File: src/pkg/fsv_pkg.sv
// fsv_pkg: constants shared by the servo fault supervisor files
// assumes a 100 MHz ref_clk and bus voltage delivered in whole volts
package fsv_pkg;
   // ----------------------------------------
   // clock and timing
   // ----------------------------------------
   localparam int CLK_HZ = 100_000_000;
   localparam int LOWBUS_DEB_MS = 50;
   localparam int LOWBUS_DEB_CYC = LOWBUS_DEB_MS * (CLK_HZ / 1000);
   localparam int DEB_W = 23;
   // ----------------------------------------
   // bus voltage thresholds, volts
   // ----------------------------------------
   localparam int VOLT_W = 10;
   localparam logic [9:0] BUS_HIGH_V = 10'h19f;    // 415
   localparam logic [9:0] BUS_LOW_V = 10'h03c;     // 60
   localparam logic [9:0] BUS_RECOVER_V = 10'h08c; // 140
   localparam logic [9:0] BUS_DROP_V = 10'h032;    // 50
   // ----------------------------------------
   // fault indices, highest priority first
   // ----------------------------------------
   localparam int FLT_N = 17;
   localparam int F_FLASH = 0;
   localparam int F_POST = 1;
   localparam int F_NVM = 2;
   localparam int F_CONFIG = 3;
   localparam int F_DRV_OT = 4;
   localparam int F_PWR_MOD = 5;
   localparam int F_BUS_HI = 6;
   localparam int F_BUS_LO = 7;
   localparam int F_ENC_ST = 8;
   localparam int F_ENC_HW = 9;
   localparam int F_MOT_OT = 10;
   localparam int F_SHUNT = 11;
   localparam int F_OVSPD = 12;
   localparam int F_FOLLOW = 13;
   localparam int F_TRAVEL = 14;
   localparam int F_SYNC = 15;
   localparam int F_RUNTIME = 16;
   // ----------------------------------------
   // display codes and reset values
   // ----------------------------------------
   localparam int CODE_W = 5;
   localparam logic [4:0] CODE_NONE = 5'h00;
   localparam logic [16:0] FAULT_RST = 17'h00000;
   localparam logic [31:0] POS_RST = 32'h00000000;
   localparam logic [9:0] SS_LEVEL_RST = 10'h000;
   localparam logic [22:0] DEB_RST = 23'h000000;
   localparam int ID_W = 8;
endpackage : fsv_pkg

File: src/hw/fsv_latch.sv
// fsv_latch: per-bit sticky fault latches, set wins over clear
// assumes set and clr are from ref_clk logic
`timescale 1ns/1ns
module fsv_latch #(
   parameter int W = 1
) (
   input wire logic ref_clk,        // system clock
   input wire logic rstn,           // sync reset, active low
   input wire logic [W-1:0] set,    // fault condition
   input wire logic [W-1:0] clr,    // clear permitted
   output logic [W-1:0] q           // latched faults
);
   always_ff @(posedge ref_clk) begin
      if (!rstn) begin
         q <= '0;
      end else begin
         q <= set | (q & ~clr);
      end
   end
endmodule : fsv_latch

File: src/hw/fsv_sync.sv
// fsv_sync: two-flop synchroniser for a vector of pin inputs
// assumes each bit is an independent level
`timescale 1ns/1ns
module fsv_sync #(
   parameter int W = 1
) (
   input wire logic ref_clk,        // system clock
   input wire logic rstn,           // sync reset, active low
   input wire logic [W-1:0] din,    // asynchronous levels
   output logic [W-1:0] dout        // synchronised levels
);
   logic [W-1:0] meta_q;
   always_ff @(posedge ref_clk) begin
      if (!rstn) begin
         meta_q <= '0;
         dout <= '0;
      end else begin
         meta_q <= din;
         dout <= meta_q;
      end
   end
endmodule : fsv_sync

File: src/hw/fsv_top.sv
// fsv_top: servo drive fault supervisor
// assumes sensor pins are asynchronous, firmware flags and the bus
// voltage word come from ref_clk logic, rstn is the logic power reset
//
// How it works
// - faults ranked fixed: flash, self-test, memory, config, overtemp ... run time
// - display shows only the code of the highest active fault
// - travel limits clear on their own and never disable the bridge
// - position keeps counting through every fault while logic power stays
// - bus high and similar faults clear by button or reset line
// - encoder faults clear on power cycle, or also by reset on one variant
// - firmware checksum failure raises fault, cleared only by reprogramming
// - failed self-test fault ignores reset requests, only power cycle clears
// - invalid nonvolatile memory raises fault cleared by reset request
// - board identity mismatch raises the invalid configuration fault
// - internal overtemp, or soft-start failure on large drives, clears once cool
// - power stage overtemp, overcurrent or supply loss raises power module fault
// - bus above 415 V raises the high bus fault
// - low bus raised after 50 ms continuously below 60 V
// - small drives may disable low bus monitoring, then no fault
// - large drives: low bus not disableable, auto clears at 140 V, 50 V drop recurs
`timescale 1ns/1ns
module fsv_top
   import fsv_pkg::*;
#(
   parameter int LOWBUS_DEB = LOWBUS_DEB_CYC,  // debounce cycles
   parameter bit VAR_ENC_RESET = 1'b0,         // encoder faults reset-clearable
   parameter bit VAR_LARGE = 1'b0              // large frame drive
) (
   input wire logic ref_clk,                 // system clock
   input wire logic rstn,                    // logic power reset
   // pins
   input wire logic reset_btn,               // front reset button
   input wire logic reset_line,              // reset input function
   input wire logic drv_ot_pin,              // internal overtemp
   input wire logic ss_fail_pin,             // soft-start failure
   input wire logic pm_ot_pin,               // power stage overtemp
   input wire logic pm_oc_pin,               // power stage overcurrent
   input wire logic pm_supply_lost_pin,      // power stage logic supply lost
   input wire logic enc_state_pin,           // bad encoder transition
   input wire logic enc_hw_pin,              // encoder line fault
   input wire logic mot_ot_pin,              // motor thermal switch open
   input wire logic travel_pos_pin,          // positive travel limit
   input wire logic travel_neg_pin,          // negative travel limit
   input wire logic enc_a_pin,               // encoder channel a
   input wire logic enc_b_pin,               // encoder channel b
   // firmware and measurement
   input wire logic fw_crc_bad,              // firmware checksum failed
   input wire logic fw_reprog_done,          // flash reprogrammed, pulse
   input wire logic post_fail,               // power-up self-test failed
   input wire logic nvm_bad,                 // nonvolatile memory invalid
   input wire logic [ID_W-1:0] dig_id,       // digital board identity
   input wire logic [ID_W-1:0] pwr_id,       // power board identity
   input wire logic [VOLT_W-1:0] bus_volts,  // bus voltage, volts
   input wire logic lowbus_mon_en,           // low bus monitoring enable
   input wire logic ss_done,                 // soft-start finished, pulse
   input wire logic shunt_fault,             // shunt power or short
   input wire logic overspeed,               // overspeed detected
   input wire logic follow_err,              // following error exceeded
   input wire logic sync_fault,              // trajectory sync fault
   input wire logic runtime_fault,           // run time fault
   // consumers
   output logic bridge_en_q,                 // power bridge enable
   output logic [CODE_W-1:0] disp_code_q,    // displayed fault code
   output logic fault_any_q,                 // any fault active
   output logic [FLT_N-1:0] fault_q,         // latched fault vector
   output logic signed [31:0] pos_q          // motor position count
);

   // ----------------------------------------
   // pin synchronisers
   // ----------------------------------------
   localparam int PIN_N = 14;
   logic [PIN_N-1:0] pin_raw;
   logic [PIN_N-1:0] pin_s;
   logic btn_s;
   logic line_s;
   logic drv_ot_s;
   logic ss_fail_s;
   logic pm_ot_s;
   logic pm_oc_s;
   logic pm_lost_s;
   logic enc_st_s;
   logic enc_hw_s;
   logic mot_ot_s;
   logic trav_p_s;
   logic trav_n_s;
   logic enc_a_s;
   logic enc_b_s;

   assign pin_raw = {reset_btn, reset_line, drv_ot_pin, ss_fail_pin,
                     pm_ot_pin, pm_oc_pin, pm_supply_lost_pin,
                     enc_state_pin, enc_hw_pin, mot_ot_pin,
                     travel_pos_pin, travel_neg_pin, enc_a_pin, enc_b_pin};

   fsv_sync #(.W(PIN_N)) u_sync (
      .ref_clk(ref_clk),
      .rstn(rstn),
      .din(pin_raw),
      .dout(pin_s)
   );

   assign {btn_s, line_s, drv_ot_s, ss_fail_s, pm_ot_s, pm_oc_s, pm_lost_s,
           enc_st_s, enc_hw_s, mot_ot_s, trav_p_s, trav_n_s,
           enc_a_s, enc_b_s} = pin_s;

   // ----------------------------------------
   // reset request
   // ----------------------------------------
   logic rst_lvl;
   logic rst_lvl_q;
   logic rst_req_q;

   assign rst_lvl = btn_s | line_s;

   // one pulse per press of button or line
   // a held level asks once; release to ask again
   always_ff @(posedge ref_clk) begin
      if (!rstn) begin
         rst_lvl_q <= 1'b0;
         rst_req_q <= 1'b0;
      end else begin
         rst_lvl_q <= rst_lvl;
         rst_req_q <= rst_lvl & ~rst_lvl_q;
      end
   end

   // ----------------------------------------
   // low bus debounce
   // ----------------------------------------
   logic [DEB_W-1:0] deb_cnt_q;
   logic bus_below;
   logic deb_done;
   logic mon_off;

   assign bus_below = bus_volts < BUS_LOW_V;
   assign deb_done = deb_cnt_q == DEB_W'(LOWBUS_DEB - 1);

   // small drives: monitor off holds the window at zero,
   // so enabling it never trips on a stale count
   assign mon_off = !VAR_LARGE && !lowbus_mon_en;

   // counts only while continuously below, restarts otherwise
   always_ff @(posedge ref_clk) begin
      if (!rstn) begin
         deb_cnt_q <= DEB_RST;
      end else if (!bus_below || mon_off) begin
         deb_cnt_q <= DEB_RST;
      end else if (!deb_done) begin
         deb_cnt_q <= deb_cnt_q + DEB_W'(1);
      end
   end

   // ----------------------------------------
   // soft-start level capture
   // ----------------------------------------
   logic [VOLT_W-1:0] ss_level_q;
   logic ss_valid_q;
   logic bus_dropped;

   always_ff @(posedge ref_clk) begin
      if (!rstn) begin
         ss_level_q <= SS_LEVEL_RST;
         ss_valid_q <= 1'b0;
      end else if (ss_done) begin
         ss_level_q <= bus_volts;
         ss_valid_q <= 1'b1;
      end
   end

   // widened sum avoids wrap near full scale
   assign bus_dropped = ss_valid_q &&
      ({1'b0, bus_volts} + {1'b0, BUS_DROP_V} < {1'b0, ss_level_q});

   // ----------------------------------------
   // fault conditions
   // ----------------------------------------
   logic [FLT_N-1:0] cond;
   logic lowbus_cond;

   // large drives ignore the monitor enable
   always_comb begin
      if (VAR_LARGE) begin
         lowbus_cond = deb_done | bus_dropped;
      end else begin
         lowbus_cond = deb_done & lowbus_mon_en;
      end
   end

   always_comb begin
      cond = FAULT_RST;
      cond[F_FLASH] = fw_crc_bad;
      cond[F_POST] = post_fail;
      cond[F_NVM] = nvm_bad;
      cond[F_CONFIG] = dig_id != pwr_id;
      cond[F_DRV_OT] = drv_ot_s | (VAR_LARGE & ss_fail_s);
      cond[F_PWR_MOD] = pm_ot_s | pm_oc_s | pm_lost_s;
      cond[F_BUS_HI] = bus_volts > BUS_HIGH_V;
      cond[F_BUS_LO] = lowbus_cond;
      cond[F_ENC_ST] = enc_st_s;
      cond[F_ENC_HW] = enc_hw_s;
      cond[F_MOT_OT] = mot_ot_s;
      cond[F_SHUNT] = shunt_fault;
      cond[F_OVSPD] = overspeed;
      cond[F_FOLLOW] = follow_err;
      cond[F_TRAVEL] = trav_p_s | trav_n_s;
      cond[F_SYNC] = sync_fault;
      cond[F_RUNTIME] = runtime_fault;
   end

   // ----------------------------------------
   // clear policy per fault
   // ----------------------------------------
   logic [FLT_N-1:0] clr;

   // a clear is a permission only; a live condition still sets
   always_comb begin
      clr = FAULT_RST;
      clr[F_FLASH] = fw_reprog_done;
      clr[F_POST] = 1'b0;
      clr[F_NVM] = rst_req_q;
      clr[F_CONFIG] = rst_req_q;
      clr[F_DRV_OT] = ~drv_ot_s & ~(VAR_LARGE & ss_fail_s);
      clr[F_PWR_MOD] = rst_req_q;
      clr[F_BUS_HI] = rst_req_q;
      if (VAR_LARGE) begin
         clr[F_BUS_LO] = bus_volts >= BUS_RECOVER_V;
      end else begin
         clr[F_BUS_LO] = rst_req_q;
      end
      clr[F_ENC_ST] = VAR_ENC_RESET & rst_req_q;
      clr[F_ENC_HW] = VAR_ENC_RESET & rst_req_q;
      clr[F_MOT_OT] = rst_req_q & ~mot_ot_s;
      clr[F_SHUNT] = rst_req_q;
      clr[F_OVSPD] = rst_req_q;
      clr[F_FOLLOW] = rst_req_q;
      clr[F_TRAVEL] = ~cond[F_TRAVEL];
      clr[F_SYNC] = 1'b0;
      clr[F_RUNTIME] = rst_req_q;
   end

   // ----------------------------------------
   // fault latches
   // ----------------------------------------
   logic [FLT_N-1:0] latched;

   // set wins over clear; others hold until their own clear
   fsv_latch #(.W(FLT_N)) u_latch (
      .ref_clk(ref_clk),
      .rstn(rstn),
      .set(cond),
      .clr(clr),
      .q(latched)
   );

   // ----------------------------------------
   // priority encoder
   // ----------------------------------------
   logic [CODE_W-1:0] top_code;

   // scan lowest first so highest active wins
   always_comb begin
      top_code = CODE_NONE;
      for (int i = FLT_N - 1; i >= 0; i--) begin
         if (latched[i]) begin
            top_code = CODE_W'(i + 1);
         end
      end
   end

   // ----------------------------------------
   // bridge and display outputs
   // ----------------------------------------
   logic [FLT_N-1:0] bridge_mask;

   // travel stops motion upstream; the bridge stays up
   always_comb begin
      bridge_mask = ~FAULT_RST;
      bridge_mask[F_TRAVEL] = 1'b0;
   end

   always_ff @(posedge ref_clk) begin
      if (!rstn) begin
         bridge_en_q <= 1'b0;
      end else begin
         bridge_en_q <= ~|(latched & bridge_mask);
      end
   end

   // all outputs one edge behind the latches
   always_ff @(posedge ref_clk) begin
      if (!rstn) begin
         disp_code_q <= CODE_NONE;
         fault_any_q <= 1'b0;
         fault_q <= FAULT_RST;
      end else begin
         disp_code_q <= top_code;
         fault_any_q <= |latched;
         fault_q <= latched;
      end
   end

   // ----------------------------------------
   // position tracking
   // ----------------------------------------
   logic [1:0] quad_q;
   logic [1:0] quad_now;
   logic step_up;
   logic step_dn;

   assign quad_now = {enc_a_s, enc_b_s};

   // gray sequence 00 01 11 10 counts up
   always_comb begin
      step_up = 1'b0;
      step_dn = 1'b0;
      case ({quad_q, quad_now})
         4'b0001, 4'b0111, 4'b1110, 4'b1000: step_up = 1'b1;
         4'b0010, 4'b1011, 4'b1101, 4'b0100: step_dn = 1'b1;
         // no step, or a skipped state: hold
         default: begin
            step_up = 1'b0;
            step_dn = 1'b0;
         end
      endcase
   end

   // independent of fault state; only logic power reset stops it
   always_ff @(posedge ref_clk) begin
      if (!rstn) begin
         quad_q <= 2'b00;
         pos_q <= POS_RST;
      end else begin
         quad_q <= quad_now;
         if (step_up) begin
            pos_q <= pos_q + 32'sd1;
         end else if (step_dn) begin
            pos_q <= pos_q - 32'sd1;
         end
      end
   end

endmodule : fsv_top

File: config.mk
export PLATFORM = sky130hd
export DESIGN_NAME = fsv_top
export DESIGN_NICKNAME = d
export VERILOG_FILES = /design/src/pkg/fsv_pkg.sv /design/src/hw/fsv_latch.sv /design/src/hw/fsv_sync.sv /design/src/hw/fsv_top.sv
export SDC_FILE = /design/constraint.sdc
export NUM_CORES = 1
export LEC_CHECK = 0
export BUFFER_PORTS_ARGS = -buffer_cell sky130_fd_sc_hd__buf_2
export CAP_MARGIN = 20
export CORE_UTILIZATION = 56
export DETAILED_ROUTE_END_ITERATION = 6
export PLACE_DENSITY = 0.8
export SKIP_CTS_REPAIR_TIMING = 1
export SYNTH_ARGS = -nofsm -noshare
export SYNTH_HDL_FRONTEND = slang
export SYNTH_SLANG_ARGS = --single-unit
File: constraint.sdc
create_clock -name ref_clk -period 4.5 [get_ports ref_clk]
set_clock_uncertainty 0.1 [all_clocks]
set_input_delay 1.125 -clock ref_clk [delete_from_list [all_inputs] [get_ports ref_clk]]
set_output_delay 1.125 -clock ref_clk [all_outputs]
set_load 0.005 [all_outputs]
==> impl_metrics.csv <==
group,metric,value,unit
outcome,status,"finished clean",
cts,cts_tree,"built",
worst_setup_path,critPathCaptureType,"flip-flop",
logic_synthesis,syn_inst,702,
logic_synthesis,post_synth_num_cell_types,65,
logic_synthesis,synth_fp_nets,787,
worst_setup_path,worst_ep_arrival_time,3.84,ns
global_route,grt_first_pass_wirelength,23.00,mm
cts,cts.clk_slew.worst_paths,0.06,ns
timing,worst_slack,0.9945,ns
logic_synthesis,ys_top_cells_by_area,"dfxtp_1 (42%), ha_1 (6.4%), a21oi_1 (5.2%)",
logic_synthesis,ys_seq_area_share,41.62,%
power_and_ir_drop,power_frac_comb,40.9,%
cts,clock_sinks,126,
floorplan,coreArea,10420,um^2
job,max_cap_viol_count,0,
floorplan,io_pins,109,
worst_setup_path,crit_path_start_kind,"flip-flop",
power_and_ir_drop,peakVddDrop,0.0002955,V
cts,root_buffer,"clkbuf_8",
power_and_ir_drop,leakage,3.175,nW
detailed_routing,vias,5415,
power_and_ir_drop,p_switching,1.604,mW
detailed_routing,drtAntennaViolNets,0,
timing,post-route-period-util,77.90,%
global_route,grt_max_degree,42,
power_and_ir_drop,p_seq_share,30.4,%
global_route,grt_usage,25.92,%
floorplan,die_y,106.0,um
place,place_area,6694,um^2
detailed_routing,drt_iter0_markers,218,
logic_synthesis,synth_xor_xnor_area_share,7.370,%
place,dp_hpwl,10.05,mm
logic_synthesis,muxShareOfSynthArea,0.6813,%
detailed_routing,vias_per_cell,5.676,
logic_synthesis,async_flop_share,0,%
logic_synthesis,synth_simple_gate_area_share,23.58,%
cts,htreeDepth,4,
worst_setup_path,path_class,"reg2reg",
power_and_ir_drop,p_per_area,601.7,nW/um^2
power_and_ir_drop,power,4.355,mW
power_and_ir_drop,clockPowerShare,28.7,%
floorplan,start_util,58.19,%
logic_synthesis,synth_edf_count,0,
detailed_routing,wl,14.36,mm
cts,cts_made_buffers,17,
place,io_buffers,104,
worst_setup_path,cp.required,4.83,ns
global_route,gr-total-overflow,0,
detailed_routing,wl_per_cell,15.05,um
place,dp_slack,1.045,ns
finish,nFillCells,810,
floorplan,die_x,106.0,um
logic_synthesis,yosysTopAreaCell,"dfxtp_1",
finish,fin_area,7237,um^2
timing,max_slew_margin,35.30,%
finish,fin_nets,892,
timing,fin_crit,3.506,ns
floorplan,fp-row-count,37,
timing,worst_pin_slew,0.9677,ns
logic_synthesis,synth_fa_ha_area_share,6.730,%
worst_setup_path,critPathMaxFanout,28,
power_and_ir_drop,switching_share,36.84,%
logic_synthesis,yosysWarnings,0,
logic_synthesis,synthFlopType,"dfxtp_1",
timing,slew_viol_final,0,
timing,rsz0062_at_grt,"false",
timing,setup_viol,0,
global_route,grt_util_met1,32.09,%
logic_synthesis,synth_compound_area_share,17.65,%
finish,num_antenna_cells,0,
detailed_routing,first_pass_iters,4,
global_route,antenna_found_initial,0,
worst_hold_path,hold_class,"reg2reg",
logic_synthesis,synth.top_cell.area_share,41.62,%
logic_synthesis,ys_ff_latch,126,
global_route,met2_usage,43.32,%
detailed_routing,route.detailed.drc,0,
cts,cts_buffer_depth,2,
timing,finalSetupTns,0,ns
timing,fmax,285.3,MHz
floorplan,die_area,11240,um^2
global_route,grtUsageMet3,5.641,%
logic_synthesis,syn_area_per_cell,8.634,um^2
global_route,grt_pass1_vias,5001,
power_and_ir_drop,p_int,2.750,mW
timing,finalHoldViolCount,0,
logic_synthesis,synth_top_family_by_area,"simple AND/OR/NAND/NOR gates",
finish,syn2layout_area_growth,19.41,%
logic_synthesis,netlist_area,6061,um^2
place,gp_congestion,0.9002,
finish,drive_gt1_share,18.70,%
cts,clk-insertion-delay-late,0.53,ns
global_route,busiest_layer,"met2",
per-stage QoR:
step | util [%] | std cells | hold slack (ns)
after floorplan | - | 702 | 0.2732
after global placement | 64.26 | 924 | 0.2778
after detailed placement | 64.26 | 924 | 0.2904
after CTS | 69.48 | 954 | 0.3008
after global routing | 69.48 | 954 | 0.3153
final | 69.48 | 954 | 0.2959
synth_stat cells (4+ instances only):
cell type	n
nor2_1	70
a31oi_1	6
o21bai_1	6
ha_1	31
nor4_1	9
nand3_1	20
o21ai_0	23
nand2_1	65
o21ai_1	8
o211ai_1	6
inv_1	14
buf_2	4
dfxtp_1	126
xor2_1	30
and2_1	50
a21oi_1	63
and3_1	7
clkbuf_1	16
xnor2_1	21
or3_1	8
a211oi_1	7
nand4_1	14
o31ai_1	4
nor3_1	16
a21o_1	14
power groups by stage:
stage	logic, mW	clock network [mW]	registers [mW]
after detailed placement	1.73	0	1.35
final	1.78	1.25	1.33
after floorplan	1.31	0	1.34
after global placement	1.69	0	1.34
after global routing	1.95	1.32	1.34
after CTS	1.75	1.26	1.32
final timing paths:
check             cells past startpoint           start  slack [ns]        end
setup / recovery                     11  u_sync.dout[0]        0.99  pos_q[31]
hold / removal                        1       rst_lvl_q        0.30  rst_req_q
setup reg to reg                     11  u_sync.dout[0]        0.99  pos_q[31]
hold reg to reg                       1       rst_lvl_q        0.30  rst_req_q
critical path, cell delays in order (launching register included):
cell	delay, ns
dfxtp_1	0.34
xor2_1	0.18
nand2_1	0.26
buf_4	0.36
ha_1	0.43
a21o_1	0.25
a211oi_1	0.25
o2bb2ai_1	0.15
nor3b_2	0.44
o21ai_2	0.19
and2_1	0.19
o311ai_1	0.26
layer usage:
metal	wire (um)	share of wire [%]	vias up
met5	0	0	-
met4	265	1.8	0
met3	767	5.3	28
met2	6914	48	168
met1	6408	45	2516
li1	-	-	2703
flip-flops by register name (all words and copies together), names as in the netlist:
register and flops:
pos_q 32, deb_cnt_q 23, fault_q 17, u_latch.q 17, u_sync.dout 13, u_sync.meta_q 13
disp_code_q 5, quad_q 2, bridge_en_q 1, fault_any_q 1, rst_lvl_q 1, rst_req_q 1
logic make-up after synthesis:
family / Yosys count
flops: 126
buf+inv: 37
compound gates: 169
simple gates: 283
fa+ha+maj: 32
xor+xnor: 51
mux: 4
area by class of cell:
class                   instances  area, um^2  area share, %
multi-input cells             539        3395          46.91
inverters                      15       56.30         0.7780
clock inverters                12       115.1          1.591
clock buffers                  18       427.9          5.913
flip-flops and latches        126        2522          34.85
well taps                     136       170.2          2.351
repair buffers                108       550.5          7.607
placed cells by master (no fill, tap or decap), drive strengths merged, types with 8 or more instances in the layout:
cell and n:
nand4 14, inv 17, o21ai 32, xor2 30
a211oi 8, xnor2 21, nand2 65, nor3 16
a21oi 63, buf 108, or3 9, and2 50
dfxtp 126, a21o 16, nand3 20, nor2 70
clkbuf 18, nor4 9, ha 31
No activity file was read; power rests on OpenSTA's default activity.
